File: src/rtl/alpf_pkg.sv
/*
  constants, states and a helper function for the local parameter frame interpreter.
  assumes one 25 MHz clock and byte-wide, already-deserialised receive and transmit streams.
*/
package alpf_pkg;
  localparam logic [7:0] ALPF_DELIM = 8'h7e;
  localparam logic [7:0] ALPF_ESC = 8'h7d;
  localparam logic [7:0] ALPF_ESC_XOR = 8'h20;
  localparam logic [7:0] ALPF_TYPE_NOW = 8'h08;
  localparam logic [7:0] ALPF_TYPE_QUEUE = 8'h09;
  localparam logic [7:0] ALPF_TYPE_RESP = 8'h88;
  localparam logic [7:0] ALPF_TYPE_STATUS = 8'h8a;
  localparam logic [7:0] ALPF_CK_GOOD = 8'hff;
  localparam logic [7:0] ALPF_ST_OK = 8'h00;
  localparam logic [7:0] ALPF_ST_BADCMD = 8'h02;
  localparam logic [7:0] ALPF_ST_BADPARAM = 8'h03;
  localparam logic [7:0] ALPF_ST_BADFRAME = 8'h04;
  localparam logic [15:0] ALPF_CMD_APPLY = 16'h4143;
  localparam logic [15:0] ALPF_CMD_RATE = 16'h4244;
  localparam logic [15:0] ALPF_CMD_JOIN = 16'h4e4a;
  localparam logic [15:0] ALPF_CMD_MODE = 16'h4150;
  localparam logic [31:0] ALPF_RATE_RST = 32'h0000_0003;
  localparam logic [31:0] ALPF_JOIN_RST = 32'h0000_00ff;
  localparam logic [31:0] ALPF_MODE_RST = 32'h0000_0001;
  localparam logic [31:0] ALPF_MODE_ESC = 32'h0000_0002;
  localparam logic [15:0] ALPF_MIN_LEN = 16'h0004;
  localparam logic [15:0] ALPF_MAX_LEN = 16'h0008;
  localparam logic [1:0] ALPF_IDX_RATE = 2'h0;
  localparam logic [1:0] ALPF_IDX_JOIN = 2'h1;
  localparam logic [1:0] ALPF_IDX_MODE = 2'h2;
  localparam logic [1:0] ALPF_IDX_NONE = 2'h3;
  localparam logic [3:0] ALPF_RESP_BASE = 4'h5;

  typedef enum logic [2:0] {
    ALPF_RX_HUNT = 3'b000,
    ALPF_RX_LEN_HI = 3'b001,
    ALPF_RX_LEN_LO = 3'b010,
    ALPF_RX_DATA = 3'b011,
    ALPF_RX_CK = 3'b100
  } alpf_rx_e;

  typedef enum logic [1:0] {
    ALPF_EX_IDLE = 2'b00,
    ALPF_EX_RUN = 2'b01,
    ALPF_EX_SEND = 2'b10
  } alpf_ex_e;

  // index of the parameter a character pair names
  function automatic logic [1:0] alpf_decode(input logic [15:0] cmd);
    unique case (cmd)
      ALPF_CMD_RATE: alpf_decode = ALPF_IDX_RATE;
      ALPF_CMD_JOIN: alpf_decode = ALPF_IDX_JOIN;
      ALPF_CMD_MODE: alpf_decode = ALPF_IDX_MODE;
      default: alpf_decode = ALPF_IDX_NONE;
    endcase
  endfunction
endpackage

File: src/rtl/alpf_rx_unescape.sv
/*
  removes the escape prefix from the receive stream in escaped mode.
  assumes rx_valid pulses at most once a cycle with a byte; flags delimiters raw.
*/
module alpf_rx_unescape
  import alpf_pkg::*;
(
  // clock and reset
  input wire logic ref_clk,
  input wire logic rst,
  // raw input
  input wire logic esc_mode,
  input wire logic rx_valid,
  input wire logic [7:0] rx_data,
  // cleaned output
  output logic out_valid,
  output logic out_delim,
  output logic [7:0] out_data
);
  logic pend_reg;
  logic pend_next;
  logic valid_reg;
  logic valid_next;
  logic delim_reg;
  logic delim_next;
  logic [7:0] data_reg;
  logic [7:0] data_next;

  always_comb begin
    pend_next = pend_reg;
    valid_next = 1'b0;
    delim_next = 1'b0;
    data_next = data_reg;
    if (rx_valid) begin
      if (rx_data == ALPF_DELIM) begin
        // a raw delimiter always restarts, even mid-escape
        pend_next = 1'b0;
        valid_next = 1'b1;
        delim_next = 1'b1;
        data_next = rx_data;
      end else if (esc_mode && !pend_reg && rx_data == ALPF_ESC) begin
        pend_next = 1'b1;
      end else begin
        pend_next = 1'b0;
        valid_next = 1'b1;
        data_next = pend_reg ? (rx_data ^ ALPF_ESC_XOR) : rx_data;
      end
    end
  end

  always_ff @(posedge ref_clk or posedge rst) begin
    if (rst) begin
      pend_reg <= 1'b0;
      valid_reg <= 1'b0;
      delim_reg <= 1'b0;
      data_reg <= 8'h00;
    end else begin
      pend_reg <= pend_next;
      valid_reg <= valid_next;
      delim_reg <= delim_next;
      data_reg <= data_next;
    end
  end

  assign out_valid = valid_reg;
  assign out_delim = delim_reg;
  assign out_data = data_reg;
endmodule

File: src/rtl/alpf_param_store.sv
/*
  active and pending parameter values with an apply step.
  assumes at most one write per cycle from the executor; an apply may come in the same cycle and takes that write.
*/
module alpf_param_store
  import alpf_pkg::*;
(
  // clock and reset
  input wire logic ref_clk,
  input wire logic rst,
  // requests
  input wire logic wr_en,
  input wire logic wr_queue,
  input wire logic [1:0] wr_idx,
  input wire logic [31:0] wr_val,
  input wire logic apply,
  input wire logic [1:0] rd_idx,
  // values
  output logic [31:0] rd_val,
  output logic [31:0] rate_act,
  output logic [31:0] join_act,
  output logic [31:0] mode_act
);
  logic [31:0] act_reg [3];
  logic [31:0] act_next [3];
  logic [31:0] pend_reg [3];
  logic [31:0] pend_next [3];

  always_comb begin
    act_next = act_reg;
    pend_next = pend_reg;
    if (wr_en && wr_idx != ALPF_IDX_NONE) begin
      pend_next[wr_idx] = wr_val;
    end
    if (apply) begin
      act_next = pend_next;
    end
  end

  always_ff @(posedge ref_clk or posedge rst) begin
    if (rst) begin
      act_reg <= '{ALPF_RATE_RST, ALPF_JOIN_RST, ALPF_MODE_RST};
      pend_reg <= '{ALPF_RATE_RST, ALPF_JOIN_RST, ALPF_MODE_RST};
    end else begin
      act_reg <= act_next;
      pend_reg <= pend_next;
    end
  end

  // reads always show the active value: a queued write is invisible until applied
  assign rd_val = (rd_idx == ALPF_IDX_NONE) ? 32'h0 : act_reg[rd_idx];
  assign rate_act = act_reg[ALPF_IDX_RATE];
  assign join_act = act_reg[ALPF_IDX_JOIN];
  assign mode_act = act_reg[ALPF_IDX_MODE];
endmodule

File: src/rtl/alpf_frame_cmd.sv
/*
  local parameter command frame interpreter: receives framed requests, executes
  reads, writes and queued writes, and answers with response or status frames.
  assumes byte streams with a single-cycle rx strobe and a tx ready handshake.
*/
module alpf_frame_cmd
  import alpf_pkg::*;
(
  // clock and reset
  input wire logic ref_clk,
  input wire logic rst,
  // receive byte stream
  input wire logic rx_valid,
  input wire logic [7:0] rx_data,
  // transmit byte stream (raw, unescaped)
  input wire logic tx_ready,
  output logic tx_valid,
  output logic [7:0] tx_data,
  // active parameter values
  output logic [31:0] serial_rate_param,
  output logic [31:0] join_window_param,
  output logic [31:0] framing_mode_param
);
  logic u_valid;
  logic u_delim;
  logic [7:0] u_data;
  logic st_wr_en;
  logic st_apply;
  logic [31:0] st_rd_val;
  logic [31:0] rate_w;
  logic [31:0] join_w;
  logic [31:0] mode_w;

  alpf_rx_unescape u_unesc (
    .ref_clk(ref_clk),
    .rst(rst),
    .esc_mode(mode_w == ALPF_MODE_ESC),
    .rx_valid(rx_valid),
    .rx_data(rx_data),
    .out_valid(u_valid),
    .out_delim(u_delim),
    .out_data(u_data)
  );

  // receiver state
  alpf_rx_e rx_reg, rx_next;
  logic [15:0] len_reg, len_next;
  logic [15:0] cnt_reg, cnt_next;
  logic [7:0] sum_reg, sum_next;
  logic [7:0] type_reg, type_next;
  logic [7:0] fid_reg, fid_next;
  logic [15:0] cmd_reg, cmd_next;
  logic [31:0] val_reg, val_next;
  logic [2:0] plen_reg, plen_next;
  logic done_reg, done_next;
  logic bad_reg, bad_next;

  always_comb begin
    rx_next = rx_reg;
    len_next = len_reg;
    cnt_next = cnt_reg;
    sum_next = sum_reg;
    type_next = type_reg;
    fid_next = fid_reg;
    cmd_next = cmd_reg;
    val_next = val_reg;
    plen_next = plen_reg;
    done_next = 1'b0;
    bad_next = bad_reg;
    if (u_valid && u_delim) begin
      rx_next = ALPF_RX_LEN_HI;
      sum_next = 8'h00;
      cnt_next = 16'h0;
      val_next = 32'h0;
      plen_next = 3'h0;
    end else if (u_valid) begin
      unique case (rx_reg)
        ALPF_RX_HUNT: rx_next = ALPF_RX_HUNT;
        ALPF_RX_LEN_HI: begin
          len_next = {u_data, 8'h00};
          rx_next = ALPF_RX_LEN_LO;
        end
        ALPF_RX_LEN_LO: begin
          len_next = {len_reg[15:8], u_data};
          rx_next = ALPF_RX_DATA;
        end
        ALPF_RX_DATA: begin
          sum_next = sum_reg + u_data;
          cnt_next = cnt_reg + 16'h1;
          unique case (cnt_reg)
            16'h0: type_next = u_data;
            16'h1: fid_next = u_data;
            16'h2: cmd_next = {u_data, 8'h00};
            16'h3: cmd_next = {cmd_reg[15:8], u_data};
            default: begin
              val_next = {val_reg[23:0], u_data};
              plen_next = plen_reg + 3'h1;
            end
          endcase
          if (cnt_reg + 16'h1 == len_reg) rx_next = ALPF_RX_CK;
        end
        ALPF_RX_CK: begin
          bad_next = (8'(sum_reg + u_data) != ALPF_CK_GOOD) || len_reg < ALPF_MIN_LEN
            || len_reg > ALPF_MAX_LEN;
          done_next = 1'b1;
          rx_next = ALPF_RX_HUNT;
        end
        default: rx_next = ALPF_RX_HUNT;
      endcase
      if (rx_reg == ALPF_RX_LEN_LO && {len_reg[15:8], u_data} == 16'h0) rx_next = ALPF_RX_CK;
    end
  end

  always_ff @(posedge ref_clk or posedge rst) begin
    if (rst) begin
      rx_reg <= ALPF_RX_HUNT;
      len_reg <= 16'h0;
      cnt_reg <= 16'h0;
      sum_reg <= 8'h00;
      type_reg <= 8'h00;
      fid_reg <= 8'h00;
      cmd_reg <= 16'h0;
      val_reg <= 32'h0;
      plen_reg <= 3'h0;
      done_reg <= 1'b0;
      bad_reg <= 1'b0;
    end else begin
      rx_reg <= rx_next;
      len_reg <= len_next;
      cnt_reg <= cnt_next;
      sum_reg <= sum_next;
      type_reg <= type_next;
      fid_reg <= fid_next;
      cmd_reg <= cmd_next;
      val_reg <= val_next;
      plen_reg <= plen_next;
      done_reg <= done_next;
      bad_reg <= bad_next;
    end
  end

  // executor and reply serialiser
  alpf_ex_e ex_reg, ex_next;
  logic [7:0] obuf_reg [13];
  logic [7:0] obuf_next [13];
  logic [3:0] olen_reg, olen_next;
  logic [3:0] opos_reg, opos_next;
  logic [7:0] ock_reg, ock_next;
  logic tx_valid_reg, tx_valid_next;
  logic [7:0] tx_data_reg, tx_data_next;
  logic is_write;
  logic known_type;
  logic [1:0] idx;
  logic [7:0] status;
  logic [7:0] rsum;

  assign is_write = plen_reg != 3'h0;
  assign known_type = type_reg == ALPF_TYPE_NOW || type_reg == ALPF_TYPE_QUEUE;
  assign idx = alpf_decode(cmd_reg);
  // a 3-byte value is not a legal width; 1, 2 and 4 are zero-extended alike
  assign status = bad_reg || !known_type ? ALPF_ST_BADFRAME
    : (idx == ALPF_IDX_NONE && cmd_reg != ALPF_CMD_APPLY) ? ALPF_ST_BADCMD
    : (plen_reg == 3'h3 || plen_reg > 3'h4) ? ALPF_ST_BADPARAM : ALPF_ST_OK;
  assign st_wr_en = ex_reg == ALPF_EX_RUN && status == ALPF_ST_OK && is_write;
  assign st_apply = ex_reg == ALPF_EX_RUN && status == ALPF_ST_OK
    && (type_reg == ALPF_TYPE_NOW || cmd_reg == ALPF_CMD_APPLY);

  always_comb begin
    ex_next = ex_reg;
    obuf_next = obuf_reg;
    olen_next = olen_reg;
    opos_next = opos_reg;
    ock_next = ock_reg;
    tx_valid_next = tx_valid_reg;
    tx_data_next = tx_data_reg;
    rsum = 8'h00;
    unique case (ex_reg)
      ALPF_EX_IDLE: if (done_reg) ex_next = ALPF_EX_RUN;
      ALPF_EX_RUN: begin
        obuf_next[0] = ALPF_DELIM;
        obuf_next[1] = 8'h00;
        obuf_next[3] = bad_reg ? ALPF_TYPE_STATUS : ALPF_TYPE_RESP;
        obuf_next[4] = bad_reg ? status : fid_reg;
        obuf_next[5] = cmd_reg[15:8];
        obuf_next[6] = cmd_reg[7:0];
        obuf_next[7] = status;
        obuf_next[8] = st_rd_val[31:24];
        obuf_next[9] = st_rd_val[23:16];
        obuf_next[10] = st_rd_val[15:8];
        obuf_next[11] = st_rd_val[7:0];
        if (bad_reg) begin
          obuf_next[2] = 8'h02;
          olen_next = 4'h5;
        end else if (is_write || idx == ALPF_IDX_NONE) begin
          obuf_next[2] = {4'h0, ALPF_RESP_BASE};
          olen_next = 4'h8;
        end else begin
          obuf_next[2] = 8'h09;
          olen_next = 4'hc;
        end
        for (int i = 3; i < 12; i++) begin
          if (4'(i) < olen_next) rsum = rsum + obuf_next[i];
        end
        ock_next = ALPF_CK_GOOD - rsum;
        opos_next = 4'h0;
        // a request with identifier zero and a good checksum and length runs but stays silent
        ex_next = (!bad_reg && fid_reg == 8'h00) ? ALPF_EX_IDLE : ALPF_EX_SEND;
      end
      ALPF_EX_SEND: begin
        // olen marks the checksum slot, so the reply is one byte longer than olen
        if (!tx_valid_reg || tx_ready) begin
          if (opos_reg == olen_reg + 4'h1) begin
            tx_valid_next = 1'b0;
            ex_next = ALPF_EX_IDLE;
          end else begin
            tx_valid_next = 1'b1;
            tx_data_next = (opos_reg == olen_reg) ? ock_reg : obuf_reg[opos_reg];
            opos_next = opos_reg + 4'h1;
          end
        end
      end
      default: ex_next = ALPF_EX_IDLE;
    endcase
  end

  always_ff @(posedge ref_clk or posedge rst) begin
    if (rst) begin
      ex_reg <= ALPF_EX_IDLE;
      obuf_reg <= '{default: 8'h00};
      olen_reg <= 4'h0;
      opos_reg <= 4'h0;
      ock_reg <= 8'h00;
      tx_valid_reg <= 1'b0;
      tx_data_reg <= 8'h00;
    end else begin
      ex_reg <= ex_next;
      obuf_reg <= obuf_next;
      olen_reg <= olen_next;
      opos_reg <= opos_next;
      ock_reg <= ock_next;
      tx_valid_reg <= tx_valid_next;
      tx_data_reg <= tx_data_next;
    end
  end

  alpf_param_store u_store (
    .ref_clk(ref_clk),
    .rst(rst),
    .wr_en(st_wr_en),
    .wr_queue(type_reg == ALPF_TYPE_QUEUE),
    .wr_idx(idx),
    .wr_val(val_reg),
    .apply(st_apply),
    .rd_idx(idx),
    .rd_val(st_rd_val),
    .rate_act(rate_w),
    .join_act(join_w),
    .mode_act(mode_w)
  );

  // outputs straight from flip-flops: tx from the serialiser, parameters from the store
  assign tx_valid = tx_valid_reg;
  assign tx_data = tx_data_reg;
  assign serial_rate_param = rate_w;
  assign join_window_param = join_w;
  assign framing_mode_param = mode_w;
endmodule

File: config.mk
export PLATFORM = sky130hd
export DESIGN_NAME = alpf_frame_cmd
export DESIGN_NICKNAME = d
export VERILOG_FILES = /design/src/rtl/alpf_pkg.sv /design/src/rtl/alpf_rx_unescape.sv /design/src/rtl/alpf_param_store.sv /design/src/rtl/alpf_frame_cmd.sv
export SDC_FILE = /design/constraint.sdc
export NUM_CORES = 1
export LEC_CHECK = 0
export BUFFER_PORTS_ARGS = -buffer_cell sky130_fd_sc_hd__buf_2
export CORE_UTILIZATION = 45
export DETAILED_ROUTE_END_ITERATION = 12
export GPL_TIMING_DRIVEN = 0
export SLEW_MARGIN = 15
export SYNTH_ARGS = -nofsm -noshare
export SYNTH_HDL_FRONTEND = slang
export SYNTH_SLANG_ARGS = --single-unit
File: constraint.sdc
create_clock -name ref_clk -period 13.05 [get_ports ref_clk]
set_input_delay 0 -clock ref_clk [delete_from_list [all_inputs] [get_ports ref_clk]]
set_output_delay 0 -clock ref_clk [all_outputs]
set_load 0.02 [all_outputs]
## After elaboration in Yosys (flattened, before gate mapping)

Cells that the tools add are included.

| word-level totals | value |
|---|---|
| memory bits (writable) | 0 |
| latch bits | 0 |
| register bits after elaboration | 423 |
| output and inout port bits | 105 |
| memories | 0 |
| memory bits (read-only) | 0 |

| operators by class | value |
|---|---|
| bitwise logic cells | 7 |
| $lt $le $gt $ge | 15 |
| equality and inequality tests | 33 |
| muxes and demuxes | 84 |
| shift-type cells | 0 |
| multipliers | 0 |
| $add $sub $neg | 14 |
| div/mod/pow operators | 0 |
| reductions and logical operators | 50 |

Operator list:

| cell | number |
|---|---|
| 32-bit two-way mux | 8 |
| 8-bit two-way mux | 27 |
| 96-bit bitwise mux | 1 |
| 96-bit two-way mux | 1 |
| 8-bit adder | 8 |
| 32-bit binary-select mux with 2-bit select | 1 |
| 32-bit demux with 2-bit select | 1 |
| 16-bit by 15-bit equality test with 1-bit output (second input constant) | 4 |
| 16-bit case mux with 2 select lines | 2 |
| 16-bit two-way mux | 3 |
| 8-bit binary-select mux with 4-bit select | 1 |
| 16-bit by 2-bit equality test with 1-bit output (second input constant) | 2 |
| 32-bit by 2-bit equality test with 1-bit output (second input constant) | 1 |
| 16-bit zero test | 2 |
| 3-bit two-way mux | 10 |
| 4-bit two-way mux | 6 |
| 3-bit AND reduction | 6 |
| 16-bit by 1-bit adder with 16-bit output (second input constant) | 1 |
| 16-bit by 1-bit equality test with 1-bit output (second input constant) | 1 |
| 16-bit equality test | 1 |
| 8-bit by 4-bit equality test with 1-bit output (second input constant) | 2 |
| 8-bit by 7-bit equality test with 1-bit output (second input constant) | 2 |
| 16-bit by 4-bit greater-than comparator with 1-bit output (second input constant) | 1 |
| 8-bit zero test | 2 |
| other kinds (42) | 109 |

## Logic depth before layout (Yosys ltp)

| depth | value |
|---|---|
| depth in word-level cells | 35 |
| gate-level depth with buffers | 38 |
| gate-level depth less buffers | 36 |

## Hierarchy

A second synthesis with hierarchy kept.

| second synthesis, totals | value |
|---|---|
| cell total of the unflattened synthesis | 2158 |
| area, all modules | 20342.0 sq um |

Modules (own cells, without submodules):

| module | cells each | area each (sq um) | sequential area each (sq um) | times used |
|---|---|---|---|---|
| alpf_frame_cmd | 1289 | 11976.5 | 5004.8 | 1 |
| alpf_param_store | 829 | 7825.0 | 4832.1 | 1 |
| alpf_rx_unescape | 40 | 540.5 | 275.3 | 1 |

## Worst setup path before layout

No wires, ideal clock.

| timing path | value |
|---|---|
| kind | register to register |
| start | reg bad_reg |
| end | reg ock_reg[7] |
| arrival | 7525 ps |
| data required time | 12981 ps |
| stages on the path, launching flop included | 39 |
| path buffers | 2 |
| slack | 5457 ps |
| period minus slack after synthesis | 7593 ps |
| path through | dfrtp_1 clkbuf_8 clkbuf_8 nor2b_1 ha_1 inv_1 fa_1 nand2_1 inv_1 fa_1 nand2_1 inv_1 fa_1 nand2_1 inv_1 fa_1 a21oi_1 or2_2 [... 3 more ...] or2_2 inv_1 fa_1 inv_1 a21oi_1 o21bai_1 xnor2_1 o21ai_0 ha_1 and3_1 a221o_1 nor4_1 nor3_1 xnor2_1 xnor3_2 mux2i_1 or4_1 nand3_1 |

| on the way | value |
|---|---|
| longest elaborated chain between the ends | 30 |

RTL lines:

| element | line | source |
|---|---|---|
| start: declaration | alpf_frame_cmd.sv:56 | `logic bad_reg, bad_next;` |
| start signal: assignment | alpf_frame_cmd.sv:138 | `bad_reg <= bad_next;` |
| 4-bit two-way mux | alpf_frame_cmd.sv:191 | `if (bad_reg) begin` |
| 4-bit two-way mux | alpf_frame_cmd.sv:177 | `unique case (ex_reg)` |
| 2-bit by 4-bit < comparator with 1-bit output | alpf_frame_cmd.sv:202 | `if (4'(i) < olen_next) rsum = rsum + obuf_next[i];` |
| 8-bit two-way mux | alpf_frame_cmd.sv:202 |  |
| 8-bit two-way mux | alpf_frame_cmd.sv:177 |  |
| 8-bit adder | alpf_frame_cmd.sv:202 |  |
| 8-bit two-way mux | alpf_frame_cmd.sv:202 |  |
| 8-bit two-way mux | alpf_frame_cmd.sv:177 |  |
| [... 14 more ...] | n/a |  |
| 8-bit two-way mux | alpf_frame_cmd.sv:177 |  |
| 8-bit adder | alpf_frame_cmd.sv:202 |  |
| 8-bit two-way mux | alpf_frame_cmd.sv:202 |  |
| 8-bit two-way mux | alpf_frame_cmd.sv:177 |  |
| 8-bit adder | alpf_frame_cmd.sv:202 |  |
| 8-bit two-way mux (*) | alpf_frame_cmd.sv:202 |  |
| 8-bit two-way mux (*) | alpf_frame_cmd.sv:177 |  |
| 8-bit subtractor (*) | alpf_frame_cmd.sv:204 | `ock_next = ALPF_CK_GOOD - rsum;` |
| end signal: assignment | alpf_frame_cmd.sv:240 | `ock_reg <= ock_next;` |
| end: declaration | alpf_frame_cmd.sv:148 | `logic [7:0] ock_reg, ock_next;` |

Mark *: on every way between the ends. The rest lies on a longest branch, timed or not. The select of a mux whose other input is x is not followed.
A chain may end at the register's enable or synchronous reset.

## Worst setup path in the final report

| timing path | value |
|---|---|
| start | reg cmd_reg[10] |
| end | reg ock_reg[7] |

RTL lines:

| element | line | source |
|---|---|---|
| start: declaration | alpf_frame_cmd.sv:52 | `logic [15:0] cmd_reg, cmd_next;` |
| start signal: assignment | alpf_frame_cmd.sv:134 | `cmd_reg <= cmd_next;` |
| 16-bit by 15-bit equality test with 1-bit output | alpf_pkg.sv:50 | `unique case (cmd)` |
| 2-bit case mux with 3 select lines (*) | alpf_pkg.sv:50 |  |
| 2-bit NOT with 3-bit output (implied by the code) | alpf_param_store.sv:51 | `assign rd_val = (rd_idx == ALPF_IDX_NONE) ? 32'h0 : act_reg[rd_idx];` |
| 32-bit binary-select mux with 2-bit select | alpf_param_store.sv:51 |  |
| 32-bit two-way mux (implied by the code) (2 in series) | alpf_param_store.sv:51 |  |
| 32-bit two-way mux (*) | alpf_param_store.sv:51 |  |
| named net st_rd_val[24] | alpf_frame_cmd.sv:29 | `logic [31:0] st_rd_val;` |
| 8-bit adder (*) | alpf_frame_cmd.sv:202 |  |
| [... 4 more ...] | n/a |  |
| 8-bit two-way mux (*) | alpf_frame_cmd.sv:177 |  |
| 8-bit adder | alpf_frame_cmd.sv:202 |  |
| 8-bit two-way mux (*) | alpf_frame_cmd.sv:202 |  |
| 8-bit two-way mux (*) | alpf_frame_cmd.sv:177 |  |
| 8-bit adder | alpf_frame_cmd.sv:202 |  |
| 8-bit two-way mux (*) | alpf_frame_cmd.sv:202 |  |
| 8-bit two-way mux (*) | alpf_frame_cmd.sv:177 |  |
| 8-bit subtractor (*) | alpf_frame_cmd.sv:204 |  |

Mark *: on every way through the listed nets, which the timed path passes. The rest lies on a longest branch. The select of a mux whose other input is x is not followed.

==> flow_summary.yaml <==
logic_synthesis:
  synth_top_cells_by_area: "dfrtp_1, mux2_2, nand2_1"
  synth_common_cells: "dfrtp_1, nand2_1, mux2_2"
  syn_area_per_cell_sq_um: 10.96
  netlist_instances: 1827
  synth_edf_count: 0
  synth_area_sq_um: 20030
  synthFlopType: "dfrtp_1"
  yosysTopAreaCell: "dfrtp_1"
  synth_most_common_cell: "dfrtp_1"
  synth_nets: 1910
  async_reset_ff_frac: 1.000
  synth_seq_cells: 403
  yosysWarnings: 0
  yosys.area.top_type_share: 0.4760
  yosysSeqAreaShare: 0.5048
  yosysUniqueCellTypes: 83
worst_setup_path:
  cpPeakStageDelay_ps: 600
  crit_path_top_delay_cell: "clkbuf_1"
  critical_path_class: "reg2reg"
  r2r-end: "ock_reg[7]"
  crit_start: "cmd_reg[10]"
  start_kind: "flip-flop"
  endpoint_kind: "flip-flop"
  crit_path_max_fanout: 10
  r2r_slack_ps: 3880
  path_common_cell: "inv_1"
  worst_ep_required_time_ps: 13560
  reg2reg_depth: 34
  regToRegStartpoint: "cmd_reg[10]"
  arrival_ps: 9680
global_routing:
  grt_first_pass_wirelength_um: 91360
  grt_pass1_vias: 15147
  grt-ovfl-total: 0
  grt_antenna_before_repair: 2
  grt_max_degree: 111
  track_usage: 0.2678
clock_tree:
  root_buffer: "clkbuf_16"
  cts_sinks: 403
  cts_buffer_depth: 3
  cts_tree: "yes"
  clock_latency_ps: 600
  clkTransAtPathRegs_ps: 60
  cts.htree.levels: 2
  cts_buffers: 45
detailed_routing:
  vias: 15061
  via_per_inst: 5.727
  drtIter0Drc: 1251
  antenna_left: 0
  drc: 0
  wirelength_um: 58730
  firstDrtPassIters: 9
  wl_per_cell_um: 22.33
timing:
  slew_viol_final: 0
  fin_ws_ps: 3881
  fin_crit_ps: 9169
  period_share: 0.7026
  max_freq_mhz: 109.1
  tightest_slew_ps: 1315
  finalSetupViolations: 0
  hold_viol: 0
  fin_skew_ps: 21.59
  maxSlewHeadroom: 0.1231
  rsz0062_at_grt: "no"
floorplan:
  pin_count: 117
  die_h_um: 213.0
  initial_core_util: 0.4610
  row_count: 76
  die-area_sq_um: 45360
  core-area_sq_um: 43460
  die_x_um: 213.0
cells_and_area:
  area_growth_pct: 15.72
  diodes: 0
  nets: 2096
  final_cells: 2630
  drive_gt1_frac: 0.2337
  largest_reg_flops: 96
place:
  place_hpwl_um: 42370
  place.gp.congestion: 0.9066
  place_ws_ps: 3984
  dp_cells: 2531
  io_buffers: 116
worst_hold_path:
  hold_path.class: "in2async"
run_status:
  run_status: "finished, final reports clean"
power_and_ir_drop:
  vdd_drop_max_mv: 0.09909
  p_leak_nw: 11.43
  pwr_density_cell_nw_per_um2: 164.1
run:
  max_cap_viol_count: 0
through the flow:
| stage | TNS, ps | util | total power [mW] | instance area [sq um] | hold slack (ps) |
|---|---|---|---|---|---|
| floorplan | 0 | - | 2.213 | 20030 | 105.4 |
| global placement | -895950 | 0.4912 | 2.457 | 21340 | 208.5 |
| detailed placement | 0 | 0.4932 | 2.482 | 21430 | 203.0 |
| CTS | 0 | 0.5331 | 3.822 | 23160 | 140.4 |
| global route | 0 | 0.5334 | 4.007 | 23180 | 177.8 |
| finish | 0 | 0.5334 | 3.804 | 23180 | 102.8 |
power breakdown:
part	switching [mW]	internal, mW	total (mW)
registers	0.189	1.41	1.60
logic	0.504	0.369	0.873
clock network	0.543	0.786	1.33
cell families (layout without fill, tap and decap cells):
kind of cell,after synthesis,after routing,share of synthesized area
AO/OA/AOI/OAI,365,365,0.1168
XOR/XNOR,83,83,0.03704
adder cells (fa/ha/maj),72,72,0.04785
buffers and inverters,182,400,0.03760
flip-flops,403,403,0.5048
multiplexers,237,237,0.1389
other,1,1,0.0001872
AND/OR/NAND/NOR,484,484,0.1168
routing by layer:
| metal | up-vias | wire length [um] | global-route usage |
|---|---|---|---|
| met4 | 0 | 1571 | 0.07864 |
| met3 | 105 | 3133 | 0.04354 |
| met5 | - | 0 | 0 |
| met1 | 7654 | 26970 | 0.3814 |
| met2 | 439 | 27050 | 0.4199 |
| li1 | 6863 | - | - |
cell usage in the layout (no fill, tap or decap), drive strengths merged, types with 5 or more instances in the layout:
cell type | Yosys | routed
ha | 63 | 63
xnor2 | 46 | 46
nand2 | 252 | 252
or3 | 5 | 5
nand2b | 16 | 16
nand4 | 5 | 5
fa | 8 | 8
a21oi | 76 | 76
buf | 23 | 142
dfrtp | 381 | 381
mux2 | 218 | 218
inv | 73 | 74
nor2 | 64 | 64
and3 | 12 | 12
or4 | 6 | 6
dfstp | 22 | 22
mux2i | 8 | 8
o22ai | 9 | 9
nor2b | 15 | 15
a21o | 24 | 24
dlygate4sd3 | 0 | 18
a22o | 32 | 32
o21ai | 142 | 142
nor3 | 15 | 15
o31ai | 11 | 11
or2 | 8 | 8
nor4 | 29 | 29
nand3 | 23 | 23
nor4b | 5 | 5
and2 | 6 | 6
clkbuf | 85 | 153
clkinv | 1 | 8
mux4 | 11 | 11
a222oi | 30 | 30
nand4b | 6 | 6
xor2 | 36 | 36
o21bai | 7 | 7
how the worst max path moves through the flow:
stage                                 to  slack [ps]
floorplan                        bad_reg        1880
global placement    u_store.rate_act[14]       -2420
detailed placement            ock_reg[7]        3980
CTS                           ock_reg[7]        3910
global route                  ock_reg[7]        3500
finish                        ock_reg[7]        3880
repair_timing:
item	CTS	global route
setup buffers	0	0
hold endpoints to repair	116	0
resized for setup	0	0
hold buffers	18	0
endpoints found under the setup margin	0	0
critical path: cells and delay by family (launching register included):
kind	cells	cell delay, ps
XOR/XNOR	3	840
AND/OR/NAND/NOR	11	2910
AO/OA/AOI/OAI	7	1300
buffers and inverters	7	1520
adder cells (fa/ha/maj)	5	1860
multiplexers	1	160
flip-flops	1	480
cell type report:
| type | instances | area (sq um) |
|---|---|---|
| Inverter | 74 | 285.3 |
| Fill cell | 3945 | 20280 |
| Clock buffer | 66 | 1325 |
| Clock inverter | 13 | 225.2 |
| Tap cell | 585 | 732.0 |
| Buffer | 108 | 475.5 |
| Timing Repair Buffer | 139 | 858.3 |
| Multi-Input combinational cell | 1242 | 9166 |
| Sequential cell | 403 | 10110 |
Note: power is estimated with default switching activity, not from simulation.
